### src/tfp_pkg.sv
// Package with register offsets, field positions and carrier types for the timer flag block.
`default_nettype none
package tfp_pkg;
    localparam int NUM_CH = 2;
    // Register indices on the internal 8-bit register path.
    localparam logic [2:0] IDX_STATUS_0 = 3'h0;
    localparam logic [2:0] IDX_ENABLE_0 = 3'h1;
    localparam logic [2:0] IDX_LEVEL_0  = 3'h2;
    localparam logic [2:0] IDX_STATUS_1 = 3'h4;
    localparam logic [2:0] IDX_ENABLE_1 = 3'h5;
    localparam logic [2:0] IDX_LEVEL_1  = 3'h6;
    // Field positions.
    localparam int BIT_UDF = 5;
    localparam int BIT_OVF = 4;
    localparam int BIT_OVERFLOW_IRQ_EN = 4;
    // Reserved bits that always read as one.
    localparam logic [7:0] STATUS_RSVD = 8'hC0;
    localparam logic [7:0] ENABLE_RSVD = 8'hE0;
    localparam logic [7:0] LEVEL_RSVD  = 8'hF8;
    localparam logic [5:0] STATUS_RESET = 6'h00;
    localparam logic [4:0] ENABLE_RESET = 5'h00;
    localparam logic [2:0] LEVEL_RESET  = 3'h0;

    // Per-channel hardware events, one cycle pulses except the pwm_mode level.
    typedef struct packed {
        logic       overflow;
        logic       underflow;
        logic [3:0] match;     // D..A, compare match or input capture
        logic       pwm_mode;
        logic [3:0] cm_pulse;  // D..A compare match for PWM waveform
    } tfp_event_t;

    // Per-channel interrupt requests.
    typedef struct packed {
        logic       overflow_irq;
        logic [3:0] match_irq;  // D..A
    } tfp_irq_t;

    // One CPU access on the 8-bit register path.
    typedef struct packed {
        logic       rd;
        logic       wr;
        logic [2:0] idx;
        logic [7:0] wdata;
    } tfp_access_t;
endpackage
`default_nettype wire

### src/tfp_top.sv
// Two-channel timer status, interrupt enable and PWM level registers on the 8-bit CPU path.
//
// How it works
// - Reserved upper bits always read as one.
// - Underflow flag sets on channel 1 underflow.
// - Overflow flag clears by read-one then write-zero.
// - Overflow flag sets on counter overflow.
// - Match flags set on compare match.
// - Match flags set on input capture.
// - Match flags clear by read-one then write-zero.
// - Interrupt raised only when flag and enable set.
// - Overflow enable gates overflow-or-underflow interrupt.
// - Enables 3..0 gate match interrupts D..A.
// - Polarity bits select PWM pin active level.
// - Level zero: match B clears, A sets.
// - Registers duplicated, one copy per channel.
// - Counter and general registers take words only.
// - Other registers are 8-bit on 8-bit path.
`default_nettype none
module tfp_top #(
    parameter int NUM_CH = tfp_pkg::NUM_CH
) (
    input  wire logic                     sys_clk,
    input  wire logic                     reset,
    input  wire tfp_pkg::tfp_access_t     cpu_acc,
    input  wire tfp_pkg::tfp_event_t [1:0] ch_event,
    output logic [7:0]                    cpu_rdata,
    output tfp_pkg::tfp_irq_t [1:0]       ch_irq,
    output logic [1:0][2:0]               timer_pin_bcd
);
    // Top-level state: read data and registered interrupt outputs.
    typedef struct packed {
        logic [7:0]                 rdata;
        tfp_pkg::tfp_irq_t [1:0]    irq;
    } tfp_top_state_t;

    tfp_top_state_t     st_reg;
    tfp_top_state_t     st_next;
    logic [1:0][5:0]    status_q;
    logic [1:0][4:0]    enable_q;
    logic [1:0][2:0]    level_q;
    logic [1:0][2:0]    pin_q;
    logic [1:0]         sel_status;
    logic [1:0]         sel_enable;
    logic [1:0]         sel_level;
    tfp_pkg::tfp_event_t [1:0] ev_fix;

    // Only byte-wide registers sit on this path; the word-wide counter and general registers live elsewhere.
    assign sel_status[0] = cpu_acc.idx == tfp_pkg::IDX_STATUS_0;
    assign sel_enable[0] = cpu_acc.idx == tfp_pkg::IDX_ENABLE_0;
    assign sel_level[0]  = cpu_acc.idx == tfp_pkg::IDX_LEVEL_0;
    assign sel_status[1] = cpu_acc.idx == tfp_pkg::IDX_STATUS_1;
    assign sel_enable[1] = cpu_acc.idx == tfp_pkg::IDX_ENABLE_1;
    assign sel_level[1]  = cpu_acc.idx == tfp_pkg::IDX_LEVEL_1;

    // Only channel 1 has a down-counting mode, so channel 0 never sees underflow.
    always_comb begin
        ev_fix = ch_event;
        ev_fix[0].underflow = 1'b0;
    end

    generate
        for (genvar c = 0; c < NUM_CH; c++) begin : g_ch
            tfp_channel u_ch (
                .sys_clk   (sys_clk),
                .reset     (reset),
                .ev        (ev_fix[c]),
                .status_rd (cpu_acc.rd && sel_status[c]),
                .status_wr (cpu_acc.wr && sel_status[c]),
                .enable_wr (cpu_acc.wr && sel_enable[c]),
                .level_wr  (cpu_acc.wr && sel_level[c]),
                .wdata     (cpu_acc.wdata),
                .status_q  (status_q[c]),
                .enable_q  (enable_q[c]),
                .level_q   (level_q[c]),
                .pwm_pin_q (pin_q[c])
            );
        end
    endgenerate

    always_comb begin
        st_next = st_reg;
        // Read data holds until the next read; unmapped indices read zero.
        if (cpu_acc.rd) begin
            st_next.rdata = 8'h00;
            for (int c = 0; c < 2; c++) begin
                if (sel_status[c]) begin
                    st_next.rdata = tfp_pkg::STATUS_RSVD | {2'b00, status_q[c]};
                end
                if (sel_enable[c]) begin
                    st_next.rdata = tfp_pkg::ENABLE_RSVD | {3'b000, enable_q[c]};
                end
                if (sel_level[c]) begin
                    st_next.rdata = tfp_pkg::LEVEL_RSVD | {5'b00000, level_q[c]};
                end
            end
        end
        for (int c = 0; c < 2; c++) begin
            st_next.irq[c].overflow_irq = enable_q[c][tfp_pkg::BIT_OVERFLOW_IRQ_EN] &&
                (status_q[c][tfp_pkg::BIT_OVF] || status_q[c][tfp_pkg::BIT_UDF]);
            st_next.irq[c].match_irq = enable_q[c][3:0] & status_q[c][3:0];
        end
    end

    always_ff @(posedge sys_clk) begin
        if (reset) begin
            st_reg <= '0;
        end else begin
            st_reg <= st_next;
        end
    end

    assign cpu_rdata     = st_reg.rdata;
    assign ch_irq        = st_reg.irq;
    assign timer_pin_bcd = pin_q;

    chk_irq_gated: assert property (@(posedge sys_clk) disable iff (reset)
        (enable_q[0][0] == 1'b0) |=> !ch_irq[0].match_irq[0]) else $error("match irq A without enable");
    chk_irq_follows: assert property (@(posedge sys_clk) disable iff (reset)
        (enable_q[1][3] && status_q[1][3]) |=> ch_irq[1].match_irq[3]) else $error("match irq D missing");
    chk_ovf_shared: assert property (@(posedge sys_clk) disable iff (reset)
        (enable_q[1][tfp_pkg::BIT_OVERFLOW_IRQ_EN] && status_q[1][tfp_pkg::BIT_UDF]) |=> ch_irq[1].overflow_irq)
        else $error("underflow not on overflow irq");
    chk_rsvd_status: assert property (@(posedge sys_clk) disable iff (reset)
        (cpu_acc.rd && sel_status[0]) |=> (cpu_rdata[7:6] == 2'b11)) else $error("status reserved bits not one");
    chk_rsvd_level: assert property (@(posedge sys_clk) disable iff (reset)
        (cpu_acc.rd && sel_level[1]) |=> (cpu_rdata[7:3] == 5'h1F)) else $error("level reserved bits not one");
    chk_no_udf_ch0: assert property (@(posedge sys_clk) disable iff (reset)
        ch_event[0].underflow && !status_q[0][tfp_pkg::BIT_UDF] |=> !status_q[0][tfp_pkg::BIT_UDF])
        else $error("channel 0 underflow flag set");

    cov_ovf_irq: cover property (@(posedge sys_clk) disable iff (reset) ch_irq[0].overflow_irq);
    cov_match_clear: cover property (@(posedge sys_clk) disable iff (reset)
        status_q[0][0] ##1 !status_q[0][0]);
    cov_pwm_pin: cover property (@(posedge sys_clk) disable iff (reset) $rose(timer_pin_bcd[0][0]));
    cov_match_d_irq: cover property (@(posedge sys_clk) disable iff (reset) ch_irq[1].match_irq[3]);

    // Indices 3 and 7 hold nothing; a read there must not leak the previous read data.
    chk_unmapped_zero: assert property (@(posedge sys_clk) disable iff (reset)
        (cpu_acc.rd && !(|sel_status) && !(|sel_enable) && !(|sel_level)) |=> (cpu_rdata == 8'h00))
        else $error("unmapped index read not zero");

    // The same checks for every channel copy.
    for (genvar c = 0; c < NUM_CH; c++) begin : g_chk
        chk_ovf_irq_gate: assert property (@(posedge sys_clk) disable iff (reset)
            !enable_q[c][tfp_pkg::BIT_OVERFLOW_IRQ_EN] |=> !ch_irq[c].overflow_irq)
            else $error("overflow irq without enable");
        chk_ovf_irq_src: assert property (@(posedge sys_clk) disable iff (reset)
            (enable_q[c][tfp_pkg::BIT_OVERFLOW_IRQ_EN] && status_q[c][tfp_pkg::BIT_OVF]) |=> ch_irq[c].overflow_irq)
            else $error("overflow flag not on overflow irq");
        chk_match_quiet: assert property (@(posedge sys_clk) disable iff (reset)
            (status_q[c][3:0] == 4'h0) |=> (ch_irq[c].match_irq == 4'h0))
            else $error("match irq without flag");
        chk_rsvd_enable: assert property (@(posedge sys_clk) disable iff (reset)
            (cpu_acc.rd && sel_enable[c]) |=> (cpu_rdata[7:5] == 3'h7))
            else $error("enable reserved bits not one");
        chk_level_read: assert property (@(posedge sys_clk) disable iff (reset)
            (cpu_acc.rd && sel_level[c]) |=> (cpu_rdata[2:0] == $past(level_q[c])))
            else $error("level bits read back wrong");
    end
endmodule
`default_nettype wire

### src/tfp_channel.sv
// One timer channel: status flags, interrupt enables, PWM level and PWM pin logic.
`default_nettype none
module tfp_channel (
    input  wire logic                sys_clk,
    input  wire logic                reset,
    input  wire tfp_pkg::tfp_event_t ev,
    input  wire logic                status_rd,
    input  wire logic                status_wr,
    input  wire logic                enable_wr,
    input  wire logic                level_wr,
    input  wire logic [7:0]          wdata,
    output logic [5:0]               status_q,
    output logic [4:0]               enable_q,
    output logic [2:0]               level_q,
    output logic [2:0]               pwm_pin_q
);
    typedef struct packed {
        logic [5:0] flags;
        logic [5:0] armed;
        logic [4:0] enable;
        logic [2:0] level;
        logic [2:0] pins;
    } tfp_ch_state_t;

    tfp_ch_state_t st_reg;
    tfp_ch_state_t st_next;
    logic [5:0]    set_ev;

    always_comb begin
        st_next = st_reg;
        set_ev = {ev.underflow, ev.overflow, ev.match};
        for (int i = 0; i < 6; i++) begin
            // A clear needs a prior read as one; writing one changes nothing.
            if (status_wr && !wdata[i] && st_reg.armed[i]) begin
                st_next.flags[i] = 1'b0;
                st_next.armed[i] = 1'b0;
            end
            if (status_rd && st_reg.flags[i]) begin
                st_next.armed[i] = 1'b1;
            end
            // Set wins over a simultaneous clear.
            if (set_ev[i]) begin
                st_next.flags[i] = 1'b1;
            end
        end
        if (enable_wr) begin
            st_next.enable = wdata[4:0];
        end
        if (level_wr) begin
            st_next.level = wdata[2:0];
        end
        // Pin x in B..D takes its level bit on its own match and the inverse on match A.
        if (ev.pwm_mode) begin
            for (int p = 0; p < 3; p++) begin
                if (ev.cm_pulse[p + 1]) begin
                    st_next.pins[p] = st_reg.level[p];
                end else if (ev.cm_pulse[0]) begin
                    st_next.pins[p] = ~st_reg.level[p];
                end
            end
        end
    end

    always_ff @(posedge sys_clk) begin
        if (reset) begin
            st_reg <= '{flags: tfp_pkg::STATUS_RESET, armed: 6'h00, enable: tfp_pkg::ENABLE_RESET,
                        level: tfp_pkg::LEVEL_RESET, pins: 3'h0};
        end else begin
            st_reg <= st_next;
        end
    end

    assign status_q  = st_reg.flags;
    assign enable_q  = st_reg.enable;
    assign level_q   = st_reg.level;
    assign pwm_pin_q = st_reg.pins;

    chk_flag_set_wins: assert property (@(posedge sys_clk) disable iff (reset)
        ev.overflow |=> st_reg.flags[tfp_pkg::BIT_OVF]) else $error("overflow event lost");
    chk_clear_needs_read: assert property (@(posedge sys_clk) disable iff (reset)
        (st_reg.flags[0] && !st_reg.armed[0] && !status_rd) |=> st_reg.flags[0])
        else $error("match flag A cleared without prior read");
    chk_write_one_keeps: assert property (@(posedge sys_clk) disable iff (reset)
        (st_reg.flags[tfp_pkg::BIT_OVF] && status_wr && wdata[tfp_pkg::BIT_OVF]) |=> st_reg.flags[tfp_pkg::BIT_OVF])
        else $error("overflow flag changed by writing one");
    chk_udf_clear: assert property (@(posedge sys_clk) disable iff (reset)
        (st_reg.armed[tfp_pkg::BIT_UDF] && status_wr && !wdata[tfp_pkg::BIT_UDF] && !ev.underflow)
        |=> !st_reg.flags[tfp_pkg::BIT_UDF]) else $error("underflow flag not cleared");
    chk_pwm_level_b: assert property (@(posedge sys_clk) disable iff (reset)
        (ev.pwm_mode && ev.cm_pulse[1]) |=> (st_reg.pins[0] == $past(st_reg.level[0])))
        else $error("pin B wrong level on match B");
endmodule
`default_nettype wire

### config.mk
export PLATFORM = sky130hd
export DESIGN_NAME = tfp_top
export DESIGN_NICKNAME = d
export VERILOG_FILES = /design/src/tfp_pkg.sv /design/src/tfp_top.sv /design/src/tfp_channel.sv
export SDC_FILE = /design/constraint.sdc
export NUM_CORES = 1
export LEC_CHECK = 0
export BUFFER_PORTS_ARGS = -buffer_cell sky130_fd_sc_hd__buf_4
export CAP_MARGIN = 40
export CORE_MARGIN = 5
export CORE_UTILIZATION = 57
export CTS_CLUSTER_DIAMETER = 200
export DETAILED_ROUTE_END_ITERATION = 10
export GPL_ROUTABILITY_DRIVEN = 0
export HOLD_SLACK_MARGIN = 0.05
export PLACE_DENSITY_LB_ADDON = 0.1
export SETUP_SLACK_MARGIN = 0.5
export SLEW_MARGIN = 20
export SYNTH_ARGS = -nofsm -noshare
export SYNTH_HDL_FRONTEND = slang
export SYNTH_SLANG_ARGS = --single-unit
### constraint.sdc
create_clock -name sys_clk -period 2.4 [get_ports sys_clk]
set_input_delay 0.72 -clock sys_clk [delete_from_list [all_inputs] [get_ports sys_clk]]
set_output_delay 0.72 -clock sys_clk [all_outputs]
set_load 0.03 [all_outputs]
==> flow_summary.toml, run 1 <==
[critical_path]
crit_fanout = 22
startpoint_type = "input port"
crit_path_top_delay_cell = "or3_4"
critPathMaxStageDelay_ns = 0.49
critPathKind = "input port to flop"
cp.arrival_ns = 1.94
end_kind = "flop"
path_cells = "buf_4, inv_1, or3_4, nor4b_1, nor3_1"
cp.required_ns = 2.61

[route]
drcViolationCount = 0
routedWlPerCell_um = 15.0
via_count = 2378
dr.pass1.iters = 4
avgViaCountPerCell = 5.65
wirelength_mm = 6.30
drt.antenna.violating_nets = 0
drt_iter0_drc = 124

[grt]
track_usage = 0.218
grt_pass1_vias = 2290
grt_first_pass_wirelength_mm = 10.6
grt_max_degree = 29
grt_overflow_total = 0
grt_antenna_before_repair = 0

[sta]
finalCritPeriodShare = 0.720
slew_headroom = 0.788
rsz0062_at_grt = "no"
max_clock_freq_mhz = 579
slew_viol_final = 0
setup_viol = 0
hold_viol = 0
fin_hold_ws_ns = 0.455
finalCriticalPeriod_ns = 1.73
finalClockSkew_ns = 0.00728
tightest_slew_ns = 0.317
final.setup.tns_ns = 0

[clocking]
numClockSinks = 61
htree_num_levels = 3
ctsLongestPathBuffers = 2
cts_root_buffer = "clkbuf_8"
ctsHoldBuffers = 0
cts_tree = "yes"
insertion_delay_ns = 0.33
numCtsBuffers = 9
post_cts_buffers = 0
clkSlewWorstSetupHoldPaths_ns = 0.06
cts_resized = 0

[power_and_ir_drop]
p_per_area_nw_per_um2 = 671
switchingPower_mw = 0.549
p_clk_frac = 0.382
power_frac_seq = 0.494
ir_drop_v = 0.000423
switching_share = 0.251
p_leak_nw = 1.30
p_int_mw = 1.64
pwr-share-comb = 0.123

[die]
num_rows = 25
die-area_um2 = 6240
pin_count = 61
die_h_um = 79.0
die_w_um = 79.0
start_util = 0.583
coreArea_um2 = 4660

[run_status]
outcome = "complete, no violations"

[synthesis]
synth_top_cell_by_area = "dfxtp_1"
synth_area_um2 = 2720
syn_inst = 321
syn_nets = 358
seq_area_frac_synth = 0.450
ys_warn_count = 0
avgSynthCellArea_um2 = 8.46
synthTopCellsByArea = "dfxtp_1 45%, nor2_1 7.1%, mux2i_1 5.5%, a21oi_1 5.2%, nand2_1 4.3%"
synth_most_common_cell = "dfxtp_1"
ys_seq_elements = 61
synthArstFlopShare = 0
synth-edff-count = 0
synth_cell_type_count = 35
ys.flop_type = "dfxtp_1"
synth_top_area_share = 0.450
synthTopCellsByCount = "61 x dfxtp_1, 51 x nor2_1, 31 x nand2_1, 28 x a21oi_1, 19 x o21ai_0"

[placement]
dpl.hpwl_mm = 4.53
io_buffers = 57

[finish]
drive_above_1_share = 0.223
fin_nets = 401
area_growth_syn_to_layout_pct = 20.2
nFillCells = 387
diodes = 0

[min_path]
hold_class = "flop to flop"

[job]
maxCapViolCount = 0
==> per-layer routing <==
metal / global-route usage / share of wire
met1: 0.296 / 0.47
met2: 0.312 / 0.43
met3: 0.0601 / 0.078
met4: 0.119 / 0.015
met5: 0 / 0
==> cell usage in the layout, fill, tap and decap left out <==
cell type | netlist | final
nor4b_2 | 4 | 4
nor4bb_1 | 1 | 1
nor3b_2 | 1 | 1
nand2b_1 | 5 | 5
inv_1 | 12 | 12
o21a_1 | 3 | 3
nor2_1 | 51 | 51
nand3b_1 | 4 | 4
buf_4 | 8 | 61
nor4b_1 | 2 | 2
a2bb2oi_1 | 2 | 2
or3_1 | 1 | 1
a211oi_1 | 1 | 1
mux2i_1 | 15 | 15
or3_4 | 1 | 1
nand4b_1 | 4 | 4
clkbuf_8 | 0 | 13
a21oi_1 | 28 | 28
a21o_1 | 2 | 2
nor3b_1 | 1 | 1
o21ai_0 | 19 | 19
dfxtp_1 | 61 | 61
a22oi_1 | 1 | 1
clkinv_2 | 0 | 1
nand2b_4 | 1 | 1
o32ai_1 | 5 | 5
nor3_1 | 10 | 10
nand2_1 | 31 | 31
nand3_1 | 8 | 8
and3b_1 | 1 | 1
a311oi_1 | 11 | 11
o2bb2ai_1 | 5 | 5
and3_1 | 1 | 1
==> worst max-delay path, delay by kind of cell <==
| family | cells | cell delay [ns] |
|---|---|---|
| buffers and inverters | 2 | 0.36 |
| and+or+nand+nor | 3 | 0.84 |
==> path summary, 6_finish.rpt <==
check                                from  cells after the start                        to  slack (ns)
hold / removal    g_ch[0].u_ch.st_reg[12]                      1  g_ch[0].u_ch.status_q[1]        0.46
hold reg to reg   g_ch[0].u_ch.st_reg[12]                      1  g_ch[0].u_ch.status_q[1]        0.46
setup reg to reg  g_ch[0].u_ch.level_q[0]                      4              cpu_rdata[0]        1.28
setup / recovery              cpu_acc[10]                      5  g_ch[1].u_ch.status_q[1]        0.67
==> kinds of logic after synthesis <==
family | share of synthesized area
simple gates | 0.239
compound gates | 0.180
mux | 0.0553
buf+inv | 0.0760
flops | 0.450
==> layout make-up <==
| type | count | area [um^2] | share of cell area |
|---|---|---|---|
| multi-input combinational | 219 | 1290 | 0.395 |
| sequential | 61 | 1220 | 0.374 |
| timing repair buffer | 61 | 458 | 0.140 |
| clock buffer | 13 | 179 | 0.0548 |
| tap | 54 | 67.6 | 0.0207 |
| inverter | 12 | 45.0 | 0.0138 |
| clock inverter | 1 | 5.00 | 0.00153 |
==> through the flow <==
stage	instance area [um^2]	instances	power (mW)	util	worst slack (ns)
after global routing	3260	421	2.28	0.700	0.575
after CTS	3260	421	2.21	0.700	0.703
after global placement	3080	407	1.37	0.661	0.386
after floorplan	2720	321	1.27	-	0.572
after detailed placement	3080	407	1.37	0.661	0.352
final	3260	421	2.19	0.700	0.673
==> power by group through the flow <==
stage	clock, mW	combinational, mW	sequential [mW]
after detailed placement	0	0.269	1.10
final	0.836	0.270	1.08
after global placement	0	0.263	1.10
after global routing	0.892	0.299	1.09
after CTS	0.855	0.271	1.08
after floorplan	0	0.159	1.11
Note: power is estimated with default switching activity, not from simulation.
==> inputs of run 2 (changes only) <==
--- a/config.mk
+++ b/config.mk
@@ -8,7 +8,7 @@
 export BUFFER_PORTS_ARGS = -buffer_cell sky130_fd_sc_hd__buf_4
 export CAP_MARGIN = 40
 export CORE_MARGIN = 5
-export CORE_UTILIZATION = 57
+export CORE_UTILIZATION = 53
 export CTS_CLUSTER_DIAMETER = 200
 export DETAILED_ROUTE_END_ITERATION = 10
 export GPL_ROUTABILITY_DRIVEN = 0
==> constraint.sdc (replaced) <==
create_clock -name sys_clk -period 1.7 [get_ports sys_clk]
set_input_delay 0.51 -clock sys_clk [delete_from_list [all_inputs] [get_ports sys_clk]]
set_output_delay 0.51 -clock sys_clk [all_outputs]
set_load 0.03 [all_outputs]
==> flow_summary.toml, run 2 (synthesis gave the netlist of run 1 again) <==
[critical_path]
crit_fanout = 10
regToRegSetupSlack_ns = 0.58
path_buf_inv = 2
cp.depth = 5
cp.arrival_ns = 1.57
path_delay_family = "simple AND/OR/NAND/NOR gates"
setup.worst_path.end = "g_ch[1].u_ch.status_q[1]"
crit_start = "cpu_acc[10]"
reg2regPathDepth = 4
timing.rr.start = "g_ch[0].u_ch.status_q[2]"
crit_path_top_delay_cell = "or3_4"
path_cells = "buf_6, inv_2, or3_4, nor4b_4, nor3_1"
reg2reg_to = "cpu_rdata[2]"
cp.required_ns = 1.92
critPathKind = "input port to flop"
critPathMaxStageDelay_ns = 0.49
end_kind = "flop"
startpoint_type = "input port"

[sta]
finalClockSkew_ns = 0.00565
finalCriticalPeriod_ns = 1.35
finalCritPeriodShare = 0.795
setup_viol = 0
slew_headroom = 0.801
hold_viol = 0
tightest_slew_ns = 0.298
rsz0062_at_grt = "yes"
slew_viol_final = 0
max_clock_freq_mhz = 740
fin_hold_ws_ns = 0.425
fin_ws_ns = 0.349
final.setup.tns_ns = 0

[route]
via_count = 2592
dr.pass1.iters = 5
drt_iter0_drc = 208
drcViolationCount = 0
routedWlPerCell_um = 16.0
wirelength_mm = 7.40
drt.antenna.violating_nets = 0
avgViaCountPerCell = 5.60

[finish]
final-seq-area_um2 = 1250
multi_input_area_um2 = 1440
utilization = 0.765
final_cell_mix = "49 x buf_4, 46 x nor2_1, 34 x dfxtp_1"
fin_nets = 426
area_growth_syn_to_layout_pct = 42.1
drive_above_1_share = 0.392
diodes = 0
layout_commonest_cell = "buf_4"
nFillCells = 361

[power_and_ir_drop]
ir_drop_v = 0.000746
power_mw = 3.23
p_leak_nw = 1.54
p_per_area_nw_per_um2 = 837

[placement]
dp_slack_ns = 0.0162
io_buffers = 57
dpl.hpwl_mm = 4.61

[die]
pin_count = 61
die_h_um = 81.6
coreArea_um2 = 5040
die_w_um = 81.6
die-area_um2 = 6650
num_rows = 26
start_util = 0.538

[clocking]
numClockSinks = 61
clkSlewWorstSetupHoldPaths_ns = 0.06
insertion_delay_ns = 0.34
htree_num_levels = 3
ctsLongestPathBuffers = 2
numCtsBuffers = 9
cts_tree = "yes"
cts_root_buffer = "clkbuf_8"

[min_path]
hold_class = "input port to flop"

[grt]
track_usage = 0.221
grt_first_pass_wirelength_mm = 11.1
grt_max_degree = 29
grt_antenna_before_repair = 0
grt_pass1_vias = 2306
grt_overflow_total = 0

[run_status]
outcome = "complete, no violations"

[job]
maxCapViolCount = 0
## run 2: worst min path at each step
| stage | slack, ns | cells past startpoint | end | startpoint |
|---|---|---|---|---|
| after global routing | 0.43 | 3 | g_ch[0].u_ch.status_q[0] | ch_event[5] |
| final | 0.42 | 3 | g_ch[0].u_ch.status_q[0] | ch_event[5] |
| after global placement | 0.44 | 1 | g_ch[0].u_ch.status_q[3] | g_ch[0].u_ch.st_reg[14] |
| after CTS | 0.43 | 3 | g_ch[0].u_ch.status_q[0] | ch_event[5] |
| after floorplan | 0.43 | 2 | ch_irq[0] | g_ch[0].u_ch.enable_q[0] |
| after detailed placement | 0.45 | 1 | g_ch[0].u_ch.status_q[0] | g_ch[0].u_ch.st_reg[11] |
## run 2: what timing repair did
action,CTS,global route
setup endpoints to repair,49,61
pin swaps,0,6
hold buffers,0,0
cloned,1,2
buffers inserted,6,7
endpoints found under the hold margin,0,0
gates resized for setup,62,31
## run 2: where the power goes
part | switching, mW | internal, mW
Sequential | 0.0496 | 1.49
Combinational | 0.262 | 0.254
Clock | 0.537 | 0.639
## run 2: layer usage
layer / global-route usage / up-vias / part of all wire
li1: - / 1263 / -
met1: 0.294 / 1188 / 0.44
met3: 0.0482 / 21 / 0.068
met5: 0 / - / 0
met2: 0.338 / 120 / 0.47
met4: 0.108 / 0 / 0.027
## run 2: worst min-delay path: cells and delay by family
family / cells / cell delay [ns]
AOI/OAI and AO/OA: 1 / 0.06
buffers and inverters: 2 / 0.15
## run 2: cell type report
cell class,count,share of cell area
Clock buffer,14,0.0447
Clock inverter,1,0.00130
Inverter,12,0.0117
Multi-Input combinational cell,220,0.373
Sequential cell,61,0.325
Tap cell,70,0.0227
Timing Repair Buffer,85,0.222
## run 2: through the flow
step                      cell area, um^2  cells
final                                3860    463
after global routing                 3860    463
after CTS                            3620    454
after detailed placement             3210    432
after global placement               3210    432
after floorplan                      2800    321
==> inputs of run 3 (changes only) <==
==> constraint.sdc (replaced) <==
create_clock -name sys_clk -period 1.41 [get_ports sys_clk]
set_input_delay 0.423 -clock sys_clk [delete_from_list [all_inputs] [get_ports sys_clk]]
set_output_delay 0.423 -clock sys_clk [all_outputs]
set_load 0.03 [all_outputs]
==> flow_summary.toml, run 3 (synthesis gave the netlist of run 1 again) <==
[route]
drt.antenna.violating_nets = 0
routedWlPerCell_um = 17.8
drt_iter0_drc = 246
via_count = 2753
dr.pass1.iters = 4
drcViolationCount = 0
avgViaCountPerCell = 5.69
wirelength_mm = 8.63

[die]
pin_count = 61
die_w_um = 81.6
start_util = 0.538
num_rows = 26
coreArea_um2 = 5040
die_h_um = 81.6
die-area_um2 = 6650

[grt]
grt_pass1_vias = 2628
grt_antenna_before_repair = 0
grt_overflow_total = 0
track_usage = 0.255
grt_max_degree = 31
grt_first_pass_wirelength_mm = 12.7

[critical_path]
reg2regPathDepth = 4
cp.arrival_ns = 0.83
timing.rr.start = "g_ch[1].u_ch.status_q[2]"
regToRegSetupSlack_ns = 0.25
path_delay_family = "flip-flops"
path_buf_inv = 1
critPathKind = "flop to output pin"
startpoint_type = "flop"
reg2reg_to = "cpu_rdata[2]"
crit_fanout = 2
critPathMaxStageDelay_ns = 0.35
end_kind = "output pin"
crit_path_top_delay_cell = "dfxtp_2"
path_cells = "buf_6"
cp.required_ns = 0.99

[placement]
dpl-instance-area_um2 = 3250
dpl.hpwl_mm = 4.74
io_buffers = 57

[clocking]
ctsHoldBuffers = 0
insertion_delay_ns = 0.34
numCtsBuffers = 9
numClockSinks = 61
clkSlewWorstSetupHoldPaths_ns = 0.07
cts_root_buffer = "clkbuf_8"
htree_num_levels = 3
cts_tree = "yes"
ctsLongestPathBuffers = 2

[power_and_ir_drop]
p_leak_nw = 1.69
p_per_area_nw_per_um2 = 936
ir_drop_v = 0.000789

[sta]
tightest_slew_ns = 0.260
final.setup.tns_ns = 0
rsz0062_at_grt = "yes"
slew_headroom = 0.826
finalClockSkew_ns = 0.00528
finalCriticalPeriod_ns = 1.25
hold_viol = 0
setup_viol = 0
slew_viol_final = 0
max_clock_freq_mhz = 801
finalCritPeriodShare = 0.886
fin_hold_ws_ns = 0.334

[finish]
layout_commonest_cell = "buf_4"
final_cell_mix = "59 x buf_4, 45 x nor2_1, 35 x buf_6"
nFillCells = 275
diodes = 0
drive_above_1_share = 0.524
fin_nets = 446
area_growth_syn_to_layout_pct = 58.1
final_area_um2 = 4290
utilization = 0.851

[min_path]
hold_depth = 2
hold_end = "ch_irq[3]"
hp-start = "reset"
hold_class = "input port to flop"

[job]
maxCapViolCount = 0

[run_status]
outcome = "complete, no violations"
==> run 3: cell types whose count changed in the layout (fill, tap and decap cells not counted), moves of 5 or more <==
cell,before,now
a21oi_1,27,16
a21oi_2,1,10
buf_4,49,59
buf_6,26,35
dfxtp_1,34,28
nand2_1,30,24
nor2_2,5,0
nor2_4,0,6
o21ai_0,13,5
o21ai_2,2,7
==> run 3: final cells by class <==
| type | count | area [um^2] | share of cell area |
|---|---|---|---|
| inverter | 12 | 47.5 | 0.0111 |
| tap | 70 | 87.6 | 0.0204 |
| sequential | 61 | 1270 | 0.295 |
| clock buffer | 11 | 151 | 0.0353 |
| multi-input combinational | 220 | 1650 | 0.384 |
| clock inverter | 5 | 25.0 | 0.00583 |
| timing repair buffer | 105 | 1060 | 0.248 |
==> run 3: routing by layer <==
layer	track usage	part of all wire	vias up
met4	0.128	0.016	0
met3	0.0636	0.072	13
met5	0	0	-
li1	-	-	1309
met1	0.303	0.39	1327
met2	0.427	0.52	104
==> run 3: worst max-delay path by stage <==
stage | slack, ns | startpoint | cells after the start | to
2_1_floorplan | -0.1 | cpu_acc[8] | 6 | g_ch[1].u_ch.status_q[4]
3_3_place_gp | -0.16 | cpu_acc[8] | 5 | g_ch[1].u_ch.status_q[1]
3_5_place_dp | -0.19 | cpu_acc[8] | 5 | g_ch[1].u_ch.status_q[0]
4_1_cts | 0.16 | cpu_rdata[6] | 1 | cpu_rdata[6]
5_1_grt | 0.14 | cpu_rdata[6] | 1 | cpu_rdata[6]
6_report | 0.16 | cpu_rdata[3] | 1 | cpu_rdata[3]
==> run 3: metrics by stage <==
stage / std cells / total power, mW / setup WS (ns)
5_1_grt: 484 / 4.18 / 0.139
3_3_place_gp: 439 / 2.37 / -0.158
6_report: 484 / 4.02 / 0.161
2_1_floorplan: 321 / 2.19 / -0.0985
4_1_cts: 479 / 3.91 / 0.161
3_5_place_dp: 439 / 2.38 / -0.188
==> run 3: power breakdown <==
part	total [mW]	internal (mW)	switching, mW
Clock	1.40	0.717	0.681
Combinational	0.763	0.380	0.383
Sequential	1.85	1.79	0.0612
==> run 3: repair_timing <==
action                                  in CTS  in global routing
buffers inserted                            20                  5
gates cloned                                 4                  0
pin swaps                                   28                 36
gates resized for setup                    119                 58
endpoints found under the setup margin      69                 75
